`src/core/pdos_map.svh`:
```
// Address map, field layout, reset values, state codes and timing of the
// power-down order sequencer. Definitions only; included by bare name.
`ifndef PDOS_MAP_SVH
`define PDOS_MAP_SVH

`define PDOS_NUM_REGS        7
`define PDOS_ADDR_BUCK_ONE   8'h5f
`define PDOS_ADDR_BUCK_TWO   8'h60
`define PDOS_ADDR_BUCK_THREE 8'h61
`define PDOS_ADDR_LIN_ONE    8'h62
`define PDOS_ADDR_LIN_TWO    8'h63
`define PDOS_ADDR_LIN_THREE  8'h64
`define PDOS_ADDR_MEM_REF    8'h65
`define PDOS_ADDR_STATE      8'h67

`define PDOS_FIELD_MSB       2
`define PDOS_FIELD_LSB       0
`define PDOS_ORDER_RESET     3'h0
`define PDOS_ORDER_TOP       3'h7

`define PDOS_ST_WAIT         6'h00
`define PDOS_ST_RUN          6'h0c
`define PDOS_ST_STANDBY      6'h0d
`define PDOS_ST_SLEEP        6'h0e
`define PDOS_ST_REGS_OFF     6'h2b

`define PDOS_CLK_PERIOD_NS   25
`define PDOS_STEP_GAP_NS     1000
`define PDOS_STEP_CYCLES     ((`PDOS_STEP_GAP_NS + `PDOS_CLK_PERIOD_NS - 1) / `PDOS_CLK_PERIOD_NS)

`endif

```
`src/core/pdos_pkg.sv`:
```
// Types shared by the power-down order sequencer files.
// Assumes pdos_map.svh supplies all numeric constants.
package pdos_pkg;

    typedef struct packed {
        logic       wr;
        logic       rd;
        logic [7:0] addr;
        logic [7:0] wdata;
    } pdos_bus_req_t;

    typedef enum logic [1:0] {
        SEQ_IDLE,
        SEQ_STEP,
        SEQ_WAIT
    } pdos_seq_state_t;

endpackage

```
`src/core/pdos_order_pick.sv`:
```
// Selects the regulators whose order field equals the current level.
// Assumes fields packed three bits per regulator, regulator 0 lowest.
`timescale 1ns/1ps
`include "pdos_map.svh"

module pdos_order_pick (
    input  wire logic [3*`PDOS_NUM_REGS-1:0] orders,
    input  wire logic [2:0]                  level,
    output logic      [`PDOS_NUM_REGS-1:0]   matchMask,
    output logic                             allZero
);

    genvar gi;
    generate
        for (gi = 0; gi < `PDOS_NUM_REGS; gi++) begin : g_match
            assign matchMask[gi] = (orders[3*gi +: 3] == level);
        end
    endgenerate

    assign allZero = (orders == '0);

endmodule // pdos_order_pick

```
`src/core/pdos_sequencer.sv`:
```
// Power-down order registers and the descending power-down sequencer.
// Assumes a register access port and machine state from same-clock logic,
// and fused power-up orders stable from reset release onward.
//
// Function
// - Seven three-bit order fields, bits 2:0
// - First clock after reset release loads fields from fused power-up order
// - Switch off one level at a time, descending
// - Host writes accepted only in system-on states
// - Power-up order never changed by writes
// - All fields zero: everything off at once
// - Second, third linear, memory reference at 0x63-0x65
// - Report six-bit machine state code
`timescale 1ns/1ps
`include "pdos_map.svh"

module pdos_sequencer (
    input  wire logic                          clk,
    input  wire logic                          reset_n,
    input  wire pdos_pkg::pdos_bus_req_t       busReq,
    output logic      [7:0]                    busRdata,
    input  wire logic [5:0]                    machineState,
    input  wire logic [3*`PDOS_NUM_REGS-1:0]   fusedUpOrder,
    input  wire logic                          powerDownStart,
    input  wire logic                          seqRestart,
    output logic      [`PDOS_NUM_REGS-1:0]     regOff,
    output logic                               powerDownBusy,
    output logic                               powerDownDone
);

    localparam int STEP_GAP = `PDOS_STEP_CYCLES;

    // Returns {hit, index} for an order register address
    function automatic logic [3:0] addrToIndex(input logic [7:0] a);
        logic [3:0] r;
        r = 4'h0;
        unique case (a)
            `PDOS_ADDR_BUCK_ONE:   r = 4'h8;
            `PDOS_ADDR_BUCK_TWO:   r = 4'h9;
            `PDOS_ADDR_BUCK_THREE: r = 4'ha;
            `PDOS_ADDR_LIN_ONE:    r = 4'hb;
            `PDOS_ADDR_LIN_TWO:    r = 4'hc;
            `PDOS_ADDR_LIN_THREE:  r = 4'hd;
            `PDOS_ADDR_MEM_REF:    r = 4'he;
            default:               r = 4'h0;
        endcase
        return r;
    endfunction

    function automatic logic isSystemOn(input logic [5:0] s);
        return (s == `PDOS_ST_RUN) || (s == `PDOS_ST_STANDBY) || (s == `PDOS_ST_SLEEP);
    endfunction

    ////////////////////////////////////////////////////////////////////////////
    // Order registers

    logic [2:0]                      orderFf [`PDOS_NUM_REGS];
    logic [2:0]                      nxtOrder [`PDOS_NUM_REGS];
    logic [3*`PDOS_NUM_REGS-1:0]     orderPacked;
    logic                            loadedFf;
    logic                            nxtLoaded;
    logic [3:0]                      wrDec;
    logic [3:0]                      rdDec;
    logic                            writeTake;
    logic [2:0]                      writeIdx;
    logic [7:0]                      rdataFf;
    logic [7:0]                      nxtRdata;

    assign wrDec     = addrToIndex(busReq.addr);
    assign rdDec     = wrDec;
    assign writeIdx  = wrDec[2:0];
    assign writeTake = busReq.wr && wrDec[3] && loadedFf
                       && isSystemOn(machineState);

    genvar gi;
    generate
        for (gi = 0; gi < `PDOS_NUM_REGS; gi++) begin : g_pack
            assign orderPacked[3*gi +: 3] = orderFf[gi];
        end
    endgenerate

    // Fuse values are caught on the first clock after release, since an
    // asynchronous reset may only load constants.
    always_comb begin
        nxtLoaded = 1'b1;
        for (int i = 0; i < `PDOS_NUM_REGS; i++) begin
            nxtOrder[i] = orderFf[i];
            if (!loadedFf) begin
                nxtOrder[i] = fusedUpOrder[3*i +: 3];
            end else if (writeTake && (writeIdx == 3'(i))) begin
                nxtOrder[i] = busReq.wdata[`PDOS_FIELD_MSB:`PDOS_FIELD_LSB];
            end
        end
    end

    always_comb begin
        nxtRdata = rdataFf;
        if (busReq.rd) begin
            if (rdDec[3]) begin
                nxtRdata = {5'h00, orderFf[rdDec[2:0]]};
            end else if (busReq.addr == `PDOS_ADDR_STATE) begin
                nxtRdata = {2'h0, machineState};
            end else begin
                nxtRdata = 8'h00;
            end
        end
    end

    always_ff @(posedge clk or negedge reset_n) begin
        if (!reset_n) begin
            loadedFf <= 1'b0;
            rdataFf  <= 8'h00;
            for (int i = 0; i < `PDOS_NUM_REGS; i++) begin
                orderFf[i] <= `PDOS_ORDER_RESET;
            end
        end else begin
            loadedFf <= nxtLoaded;
            rdataFf  <= nxtRdata;
            for (int i = 0; i < `PDOS_NUM_REGS; i++) begin
                orderFf[i] <= nxtOrder[i];
            end
        end
    end

    assign busRdata = rdataFf;

    ////////////////////////////////////////////////////////////////////////////
    // Sequencer

    pdos_pkg::pdos_seq_state_t       seqFf;
    pdos_pkg::pdos_seq_state_t       nxtSeq;
    logic [2:0]                      levelFf;
    logic [2:0]                      nxtLevel;
    logic [7:0]                      waitFf;
    logic [7:0]                      nxtWait;
    logic [`PDOS_NUM_REGS-1:0]       offFf;
    logic [`PDOS_NUM_REGS-1:0]       nxtOff;
    logic                            doneFf;
    logic                            nxtDone;
    logic [`PDOS_NUM_REGS-1:0]       matchMask;
    logic                            allZero;

    pdos_order_pick pdos_order_pick_inst (
        .orders    (orderPacked),
        .level     (levelFf),
        .matchMask (matchMask),
        .allZero   (allZero)
    );

    // Regulators sharing one level go off together; empty levels are
    // skipped without a gap, though each empty level still costs one cycle.
    always_comb begin
        nxtSeq   = seqFf;
        nxtLevel = levelFf;
        nxtWait  = waitFf;
        nxtOff   = offFf;
        nxtDone  = 1'b0;
        unique case (seqFf)
            pdos_pkg::SEQ_IDLE: begin
                if (powerDownStart && loadedFf) begin
                    if (allZero) begin
                        nxtOff  = '1;
                        nxtDone = 1'b1;
                    end else begin
                        nxtLevel = `PDOS_ORDER_TOP;
                        nxtSeq   = pdos_pkg::SEQ_STEP;
                    end
                end else if (seqRestart) begin
                    nxtOff = '0;
                end
            end
            pdos_pkg::SEQ_STEP: begin
                nxtOff = offFf | matchMask;
                if (levelFf == 3'h0) begin
                    nxtSeq  = pdos_pkg::SEQ_IDLE;
                    nxtDone = 1'b1;
                end else if (matchMask != '0) begin
                    nxtWait = 8'(STEP_GAP - 2);
                    nxtSeq  = pdos_pkg::SEQ_WAIT;
                end else begin
                    nxtLevel = levelFf - 3'h1;
                end
            end
            pdos_pkg::SEQ_WAIT: begin
                if (waitFf == 8'h00) begin
                    nxtLevel = levelFf - 3'h1;
                    nxtSeq   = pdos_pkg::SEQ_STEP;
                end else begin
                    nxtWait = waitFf - 8'h01;
                end
            end
        endcase
    end

    always_ff @(posedge clk or negedge reset_n) begin
        if (!reset_n) begin
            seqFf   <= pdos_pkg::SEQ_IDLE;
            levelFf <= 3'h0;
            waitFf  <= 8'h00;
            offFf   <= '0;
            doneFf  <= 1'b0;
        end else begin
            seqFf   <= nxtSeq;
            levelFf <= nxtLevel;
            waitFf  <= nxtWait;
            offFf   <= nxtOff;
            doneFf  <= nxtDone;
        end
    end

    assign regOff        = offFf;
    assign powerDownDone = doneFf;
    assign powerDownBusy = (seqFf != pdos_pkg::SEQ_IDLE);
endmodule // pdos_sequencer

```
`config.mk`:
```
export PLATFORM = sky130hd
export DESIGN_NAME = pdos_sequencer
export DESIGN_NICKNAME = d
export VERILOG_FILES = /design/src/core/pdos_pkg.sv /design/src/core/pdos_order_pick.sv /design/src/core/pdos_sequencer.sv
export VERILOG_INCLUDE_DIRS = /design/src /design/src/core
export SDC_FILE = /design/constraint.sdc
export NUM_CORES = 1
export LEC_CHECK = 0
export ABC_AREA = 1
export BUFFER_PORTS_ARGS = -buffer_cell sky130_fd_sc_hd__buf_2
export CORE_MARGIN = 2
export CORE_UTILIZATION = 36
export DETAILED_ROUTE_END_ITERATION = 10
export PLACE_DENSITY = 0.53
export SETUP_SLACK_MARGIN = 0.02
export SYNTH_ARGS = -nofsm -noshare
export SYNTH_HDL_FRONTEND = slang
export SYNTH_SLANG_ARGS = --single-unit
```
`constraint.sdc`:
```
create_clock -name clk -period 2.35 [get_ports clk]
set_clock_uncertainty 0.1 [all_clocks]
set_input_delay 0.3525 -clock clk [delete_from_list [all_inputs] [get_ports clk]]
set_output_delay 0.3525 -clock clk [all_outputs]
set_load 0.1 [all_outputs]
```
==> summary.md, run 1 <==
| Metric | Value |
|---|---|
| Synth area leaders | `dfrtp_1 33%, nand2_1 22%, nand3_1 7.2%` |
| Number of warning messages in the yosys log | `0` |
| Commonest register cell after synthesis | `dfrtp_1` |
| CTS Buf Count | `5` |
| Post-Place Cells | `743` |
| Routed vias/inst | `4.78` |
| Async SR Flop Fraction | `100%` |
| Sequential area share after synthesis | `32.7%` |
| Count of maximum capacitance violations | `0` |
| Mapped cell area | `3750 µm²` |
| EDFF count, synth | `0` |
| Htree depth | `2` |
| Worst Path Required | `1.90 ns` |
| TritonCTS clock tree | `yes` |
| Pin count of the biggest net entering global routing | `33` |
| Crit Path Category | `reg -> out` |
| Fin crit share | `86.9%` |
| Simple-gate share of the synthesized area | `48.3%` |
| Adder-cell share of the synthesized area | `2.33%` |
| Post-synth top area cell | `dfrtp_1` |
| Die Height | `106 µm` |
| Root Buffer | `clkbuf_8` |
| Arr. time, crit path | `1.59 ns` |
| WL/cell | `12.8 µm` |
| Initial Utilization | `36.7%` |
| Rows | `37` |
| Finished Layout Cells | `752` |
| Crit Path Max Fanout | `4` |
| Setup violations, final | `0` |
| Pre-Repair DR Iteration Count | `4` |
| Vias | `3,592` |
| Ports | `66` |
| CP Launch Point | `seqFf[0]` |
| Syn-to-layout area delta | `14.8%` |
| Fmax | `489 MHz` |
| Critical Path End Type | `primary output` |
| Fin crit period | `2.04 ns` |
| Avg Inst Size Synth | `6.74 µm²` |
| Largest family of logic cells by synthesized area | `simple AND/OR/NAND/NOR gates` |
| Drt total wl | `9590 µm` |
| Leakage | `2.37 nW` |
| Final setup TNS | `0 ns` |
| WHS Path Cells | `3` |
| Peak VDD IR | `0.441 mV` |
| Fillers | `1,100` |
| Core area | `10,200 µm²` |
| #FFs+latches synth | `49` |
| Power Total | `0.00434 W` |
| Slew HR | `59.5%` |
| Reg2Reg Depth | `8` |
| Post-route antenna net violation count | `0` |
| First-pass GRT wire length | `16,800 µm` |
| Pwr Density | `1010 nW/µm²` |
| Fin. Hold Viols | `0` |
| Port bufs | `58` |
| Initial antenna violation count | `0` |
| Post-CTS Setup Inserts | `0` |
| Drt initial violations | `157` |
| Clock-pin slew on the worst setup and hold paths | `0.09 ns` |
| HP Class | `in -> reg` |
| Startpoint type of the worst setup path | `flop` |
| Post-Synth XOR/XNOR Area | `3.50%` |
| Synth Area in Compound Gates | `5.33%` |
| DIE AREA | `11,300 µm²` |
| Status | `complete, no violations` |
| Routability Congestion | `0.861` |
| RSZ-0062 raised after global routing | `false` |
| Min-delay src | `machineState[3]` |
| Clk sink count | `49` |
| Hpwl dp | `7630 µm` |
| Clock Tree Buf Depth | `2` |
| Mux share of post-synthesis cell area | `0%` |
| FF-to-FF Start | `levelFf[0]` |
| Final hold slack | `0.204 ns` |
| DIE WIDTH | `106 µm` |
| Synth unique cells | `35` |
| Top-area cell type share of the netlist area | `32.7%` |
| Worst slew pin tran | `0.608 ns` |
| Vias in the first global route | `3,544` |
| Net count, final | `671` |
| Gr ovfl total | `0` |
| Gate Count Post-Synth | `557` |
| Drt drc | `0` |
| Antenna Cells | `0` |
| Max Slew Vio Count | `0` |
| Clock Latency Late Sink | `0.31 ns` |
| Layout cell share with drive strength beyond 1 | `20.5%` |
| Gr usage total | `18.2%` |
[where the power goes]
group	internal [W]	switching, W	total [W]
registers	0.00104	0.000254	0.00129
clock network	0.000347	0.000283	0.000630
logic	0.000757	0.00165	0.00241
total	0.00214	0.00219	0.00434
[worst paths after layout]
path / end / slack (ns)
min in group asynchronous: orderFf[8] / 0.49
max: powerDownBusy / 0.31
max in group asynchronous: regOff[0] / 1.12
max reg2reg: waitFf[2] / 0.35
min: busRdata[3] / 0.20
min reg2reg: busRdata[3] / 0.38
[cells in the mapped netlist, types with 6 or more instances]
master / instances
clkbuf_1: 6
dfrtp_1: 49
ha_1: 7
inv_1: 44
inv_2: 9
nand2_1: 224
nand2_2: 11
nand3_1: 54
nand3_2: 6
nand4_1: 17
nand4_2: 6
nor2_1: 47
nor2_2: 7
o211ai_1: 7
o21ai_0: 10
xnor2_1: 12
[cell families (layout without fill, tap and decap cells)]
| family | Yosys count | after routing |
|---|---|---|
| DFF | 49 | 49 |
| AOI/OAI and AO/OA | 30 | 30 |
| xor gates and xnor gates | 15 | 15 |
| and+or+nand+nor | 386 | 386 |
| adders and majority gates | 7 | 7 |
| other | 2 | 3 |
| buffers and inverters | 68 | 126 |
[repair_timing]
action | 4_1_cts | 5_1_grt
hold buffers | 1 | 0
hold endpoints to repair | 24 | 0
gates resized for setup | 0 | 0
[registers in the layout, summed over array words and instances, names as in the netlist]
name	count
orderFf	21
waitFf	8
regOff	7
busRdata	6
levelFf	3
seqFf	2
loadedFf	1
powerDownDone	1
[through the flow]
step / instance area [µm²] / utilization [%] / setup slack (ns)
global route: 4310 / 42.1 / 0.123
detailed placement: 4180 / 40.9 / 0.356
finish: 4310 / 42.1 / 0.307
floorplan: 3760 / - / 0.0663
CTS: 4310 / 42.1 / 0.292
global placement: 4180 / 40.9 / 0.393
[placed cells by master (no fill, tap or decap), types with 2 or more instances in the layout]
cell | Yosys | layout
a21oi_1 | 4 | 4
buf_2 | 2 | 58
buf_4 | 4 | 4
clkbuf_8 | 0 | 6
conb_1 | 2 | 3
dfrtp_1 | 49 | 49
ha_1 | 7 | 7
inv_1 | 44 | 44
inv_2 | 9 | 9
nand2_1 | 224 | 224
nand2_2 | 11 | 11
nand2_4 | 5 | 5
nand3_1 | 54 | 54
nand3_2 | 6 | 6
nand3_4 | 2 | 2
nand4_1 | 17 | 17
nand4_2 | 6 | 6
nor2_1 | 47 | 47
nor2_2 | 7 | 7
nor2_4 | 2 | 2
o211ai_1 | 7 | 7
o21ai_0 | 10 | 10
o21ai_1 | 5 | 5
or2_2 | 2 | 2
xnor2_1 | 12 | 12
xor2_1 | 3 | 3
[final cells by class]
class / count / area (µm²) / area share [%]
clock buffer: 7 / 86.3 / 2.00
tap: 136 / 170 / 3.95
sequential: 49 / 1230 / 28.4
multi-input combinational: 441 / 2240 / 52.0
inverter: 54 / 205 / 4.76
clock inverter: 1 / 30.0 / 0.697
timing repair buffer: 64 / 350 / 8.13
[worst max-delay path, cell delays in order (launching register included)]
cell     delay (ns)
dfrtp_1        0.38
inv_1          0.07
ha_1           0.25
inv_1          0.14
buf_2          0.45
[per-layer routing]
| metal | vias up | global-route usage, % | wire length [µm] | share of wire (%) |
|---|---|---|---|---|
| li1 | 1880 | - | - | - |
| met1 | 1619 | 24.8 | 4590 | 48 |
| met2 | 76 | 29.9 | 4480 | 47 |
| met3 | 17 | 2.21 | 325 | 3.4 |
| met4 | 0 | 6.20 | 193 | 2.0 |
| met5 | - | 0 | 0 | 0 |
Note: power is estimated with default switching activity, not from simulation.
==> run 2, diff against run 1 <==
--- a/config.mk
+++ b/config.mk
@@ -11,6 +11,7 @@
 export CORE_MARGIN = 2
 export CORE_UTILIZATION = 36
 export DETAILED_ROUTE_END_ITERATION = 10
+export MAX_ROUTING_LAYER = met4
 export PLACE_DENSITY = 0.53
 export SETUP_SLACK_MARGIN = 0.02
 export SYNTH_ARGS = -nofsm -noshare
==> run 2 against run 1 <==
  * Count of clock-buffer cells in the layout is 1 lower
  * Sequential cell count stayed put
  * Core utilization is 0.26 points lower
  * Maximum frequency is 0.78% higher
  * Cell count is 0.13% lower
  * Hold slack worse by 0.0037 ns
  * Sequential share of layout area is 0.17 points higher
==> summary.md, run 2 (synthesis gave the netlist of run 1 again) <==
| Metric | Value |
|---|---|
| Ports | `66 (unchanged)` |
| Pwr Density | `989 nW/µm² (-1.7%)` |
| Pin count of the biggest net entering global routing | `33 (unchanged)` |
| DIE AREA | `11,300 µm² (unchanged)` |
| Syn-to-layout area delta | `14.1%` |
| WL/cell | `12.9 µm (+1.2%)` |
| Gr ovfl total | `0 (unchanged)` |
| Post-route antenna net violation count | `0 (unchanged)` |
| Fin. Hold Viols | `0 (unchanged)` |
| Clock Latency Late Sink | `0.31 ns (about the same)` |
| Final setup TNS | `0 ns (unchanged)` |
| CTS Buf Count | `5 (unchanged)` |
| Vias | `3,614 (+0.61%)` |
| Routability Congestion | `0.884 (+2.7%)` |
| First-pass GRT wire length | `16,600 µm (-0.66%)` |
| Register with the most flip-flops | `orderFf` |
| Post-cts resize count | `0 (unchanged)` |
| Antenna Cells | `0 (unchanged)` |
| Net count, final | `671 (unchanged)` |
| Vias in the first global route | `3,439 (-3.0%)` |
| Count of maximum capacitance violations | `0 (unchanged)` |
| Clk sink count | `49 (unchanged)` |
| Drt drc | `0 (unchanged)` |
| Pre-Repair DR Iteration Count | `5 (+1)` |
| Most frequent cells in the layout | `224 x nand2_1, 58 x buf_2, 54 x nand3_1, 49 x dfrtp_1, 47 x nor2_1` |
| Fin crit share | `86.3% (-0.68 points)` |
| Post-Place Cells | `743 (unchanged)` |
| Min-delay src | `machineState[3]` |
| Commonest non-fill, non-tap cell in the layout | `nand2_1` |
| Initial Utilization | `36.7% (unchanged)` |
| Max Slew Vio Count | `0 (unchanged)` |
| Arr. time, crit path | `1.57 ns (-0.02 ns)` |
| Routed vias/inst | `4.81 (+0.75%)` |
| Clock-pin slew on the worst setup and hold paths | `0.09 ns (about the same)` |
| Post-CTS Setup Inserts | `0 (unchanged)` |
| Peak VDD IR | `0.387 mV (-12%)` |
| Crit Path Max Fanout | `4 (unchanged)` |
| Gr usage total | `18.7% (+0.48 points)` |
| Drt initial violations | `223 (+42%)` |
| FF-to-FF Start | `levelFf[0]` |
| DIE WIDTH | `106 µm (unchanged)` |
| Reg2Reg Depth | `8 (unchanged)` |
| Worst Path Required | `1.90 ns (about the same)` |
| Port bufs | `58 (unchanged)` |
| Layout cell share with drive strength beyond 1 | `20.5% (+0.033 points)` |
| Rows | `37 (unchanged)` |
| Status | `complete, no violations` |
| Core area | `10,200 µm² (unchanged)` |
| Fmax | `493 MHz (+0.78%)` |
| HP Class | `in -> reg` |
| Initial antenna violation count | `0 (unchanged)` |
| Final hold slack | `0.201 ns (-0.00372 ns)` |
| Slew HR | `58.8% (-0.68 points)` |
| Root Buffer | `clkbuf_8` |
| Post-Route Utilization | `41.9% (-0.26 points)` |
| Clock Tree Buf Depth | `2 (unchanged)` |
| Fillers | `1,141 (+3.7%)` |
| Fin crit period | `2.03 ns (-0.0159 ns)` |
| Worst slew pin tran | `0.618 ns (+0.0102 ns)` |
| Finished Layout Cells | `751 (-0.13%)` |
| Startpoint type of the worst setup path | `flop` |
| Hpwl dp | `7670 µm (+0.54%)` |
| RSZ-0062 raised after global routing | `false` |
| Critical Path End Type | `primary output` |
| Leakage | `2.35 nW (-0.64%)` |
| Number of flip-flops in the largest register | `21 (unchanged)` |
| Power Total | `0.00423 W (-2.3%)` |
| RR Endpoint | `waitFf[6]` |
| Crit Path Category | `reg -> out` |
| Hold worst-path end | `busRdata[3]` |
| Htree depth | `2 (unchanged)` |
| WHS Path Cells | `3 (unchanged)` |
| R2R setup slack | `0.34 ns (about the same)` |
| Die Height | `106 µm (unchanged)` |
| Drt total wl | `9690 µm (+1.0%)` |
| TritonCTS clock tree | `yes` |
| Setup violations, final | `0 (unchanged)` |
## run 2: changes by cell type in the layout (fill, tap and decap cells not counted), sizes merged
cell      previous run  this run
bufinv               1         0
clkbuf               7         6
clkinvlp             0         1
## run 2: worst max path at each step
stage               slack, ns            end       start  cells after the start
floorplan                0.07      regOff[2]    seqFf[0]                      8
global placement         0.41      waitFf[7]  levelFf[0]                      8
detailed placement       0.38      waitFf[6]  levelFf[1]                      8
CTS                      0.31  powerDownBusy    seqFf[0]                      4
global route             0.10      waitFf[6]  levelFf[2]                     10
finish                   0.32  powerDownBusy    seqFf[0]                      4
## run 2: per-stage QoR
stage	setup slack (ns)	cell area [µm²]
5_1_grt	0.105	4280
6_report	0.323	4280
3_5_place_dp	0.379	4180
2_1_floorplan	0.0663	3760
3_3_place_gp	0.411	4180
4_1_cts	0.313	4280
## run 2: area by class of cell
| class | instances | area [µm²] | area share [%] |
|---|---|---|---|
| Multi-Input combinational cell | 441 | 2240 | 52.3 |
| Sequential cell | 49 | 1230 | 28.6 |
| Timing Repair Buffer | 64 | 350 | 8.18 |
| Inverter | 54 | 205 | 4.79 |
| Tap cell | 136 | 170 | 3.97 |
| Clock buffer | 6 | 82.6 | 1.93 |
| Clock inverter | 1 | 7.51 | 0.175 |
## run 2: routing by layer
layer  share of wire, %  global-route usage (%)  wire [µm]
met1                 48                    24.6       4640
met5                  0                       -          0
met3                3.6                    3.00        347
met2                 47                    30.3       4560
met4                1.5                    4.51        144
## run 2: power by group
part / internal (W) / total, W / leakage [nW] / switching [W]
registers: 0.00104 / 0.00130 / 0.622 / 0.000256
logic: 0.000755 / 0.00241 / 1.69 / 0.00166
clock network: 0.000234 / 0.000526 / 0.0433 / 0.000292
## run 2: timing repair
action | 4_1_cts | 5_1_grt
hold buffers | 1 | 0
setup endpoints to repair | 0 | 0
hold endpoints to repair | 24 | 0
## run 2: worst max-delay path, stage by stage, from the launching register on
cell and delay [ns]:
dfrtp_1 0.39, inv_1 0.07, ha_1 0.24, inv_1 0.13
buf_2 0.45
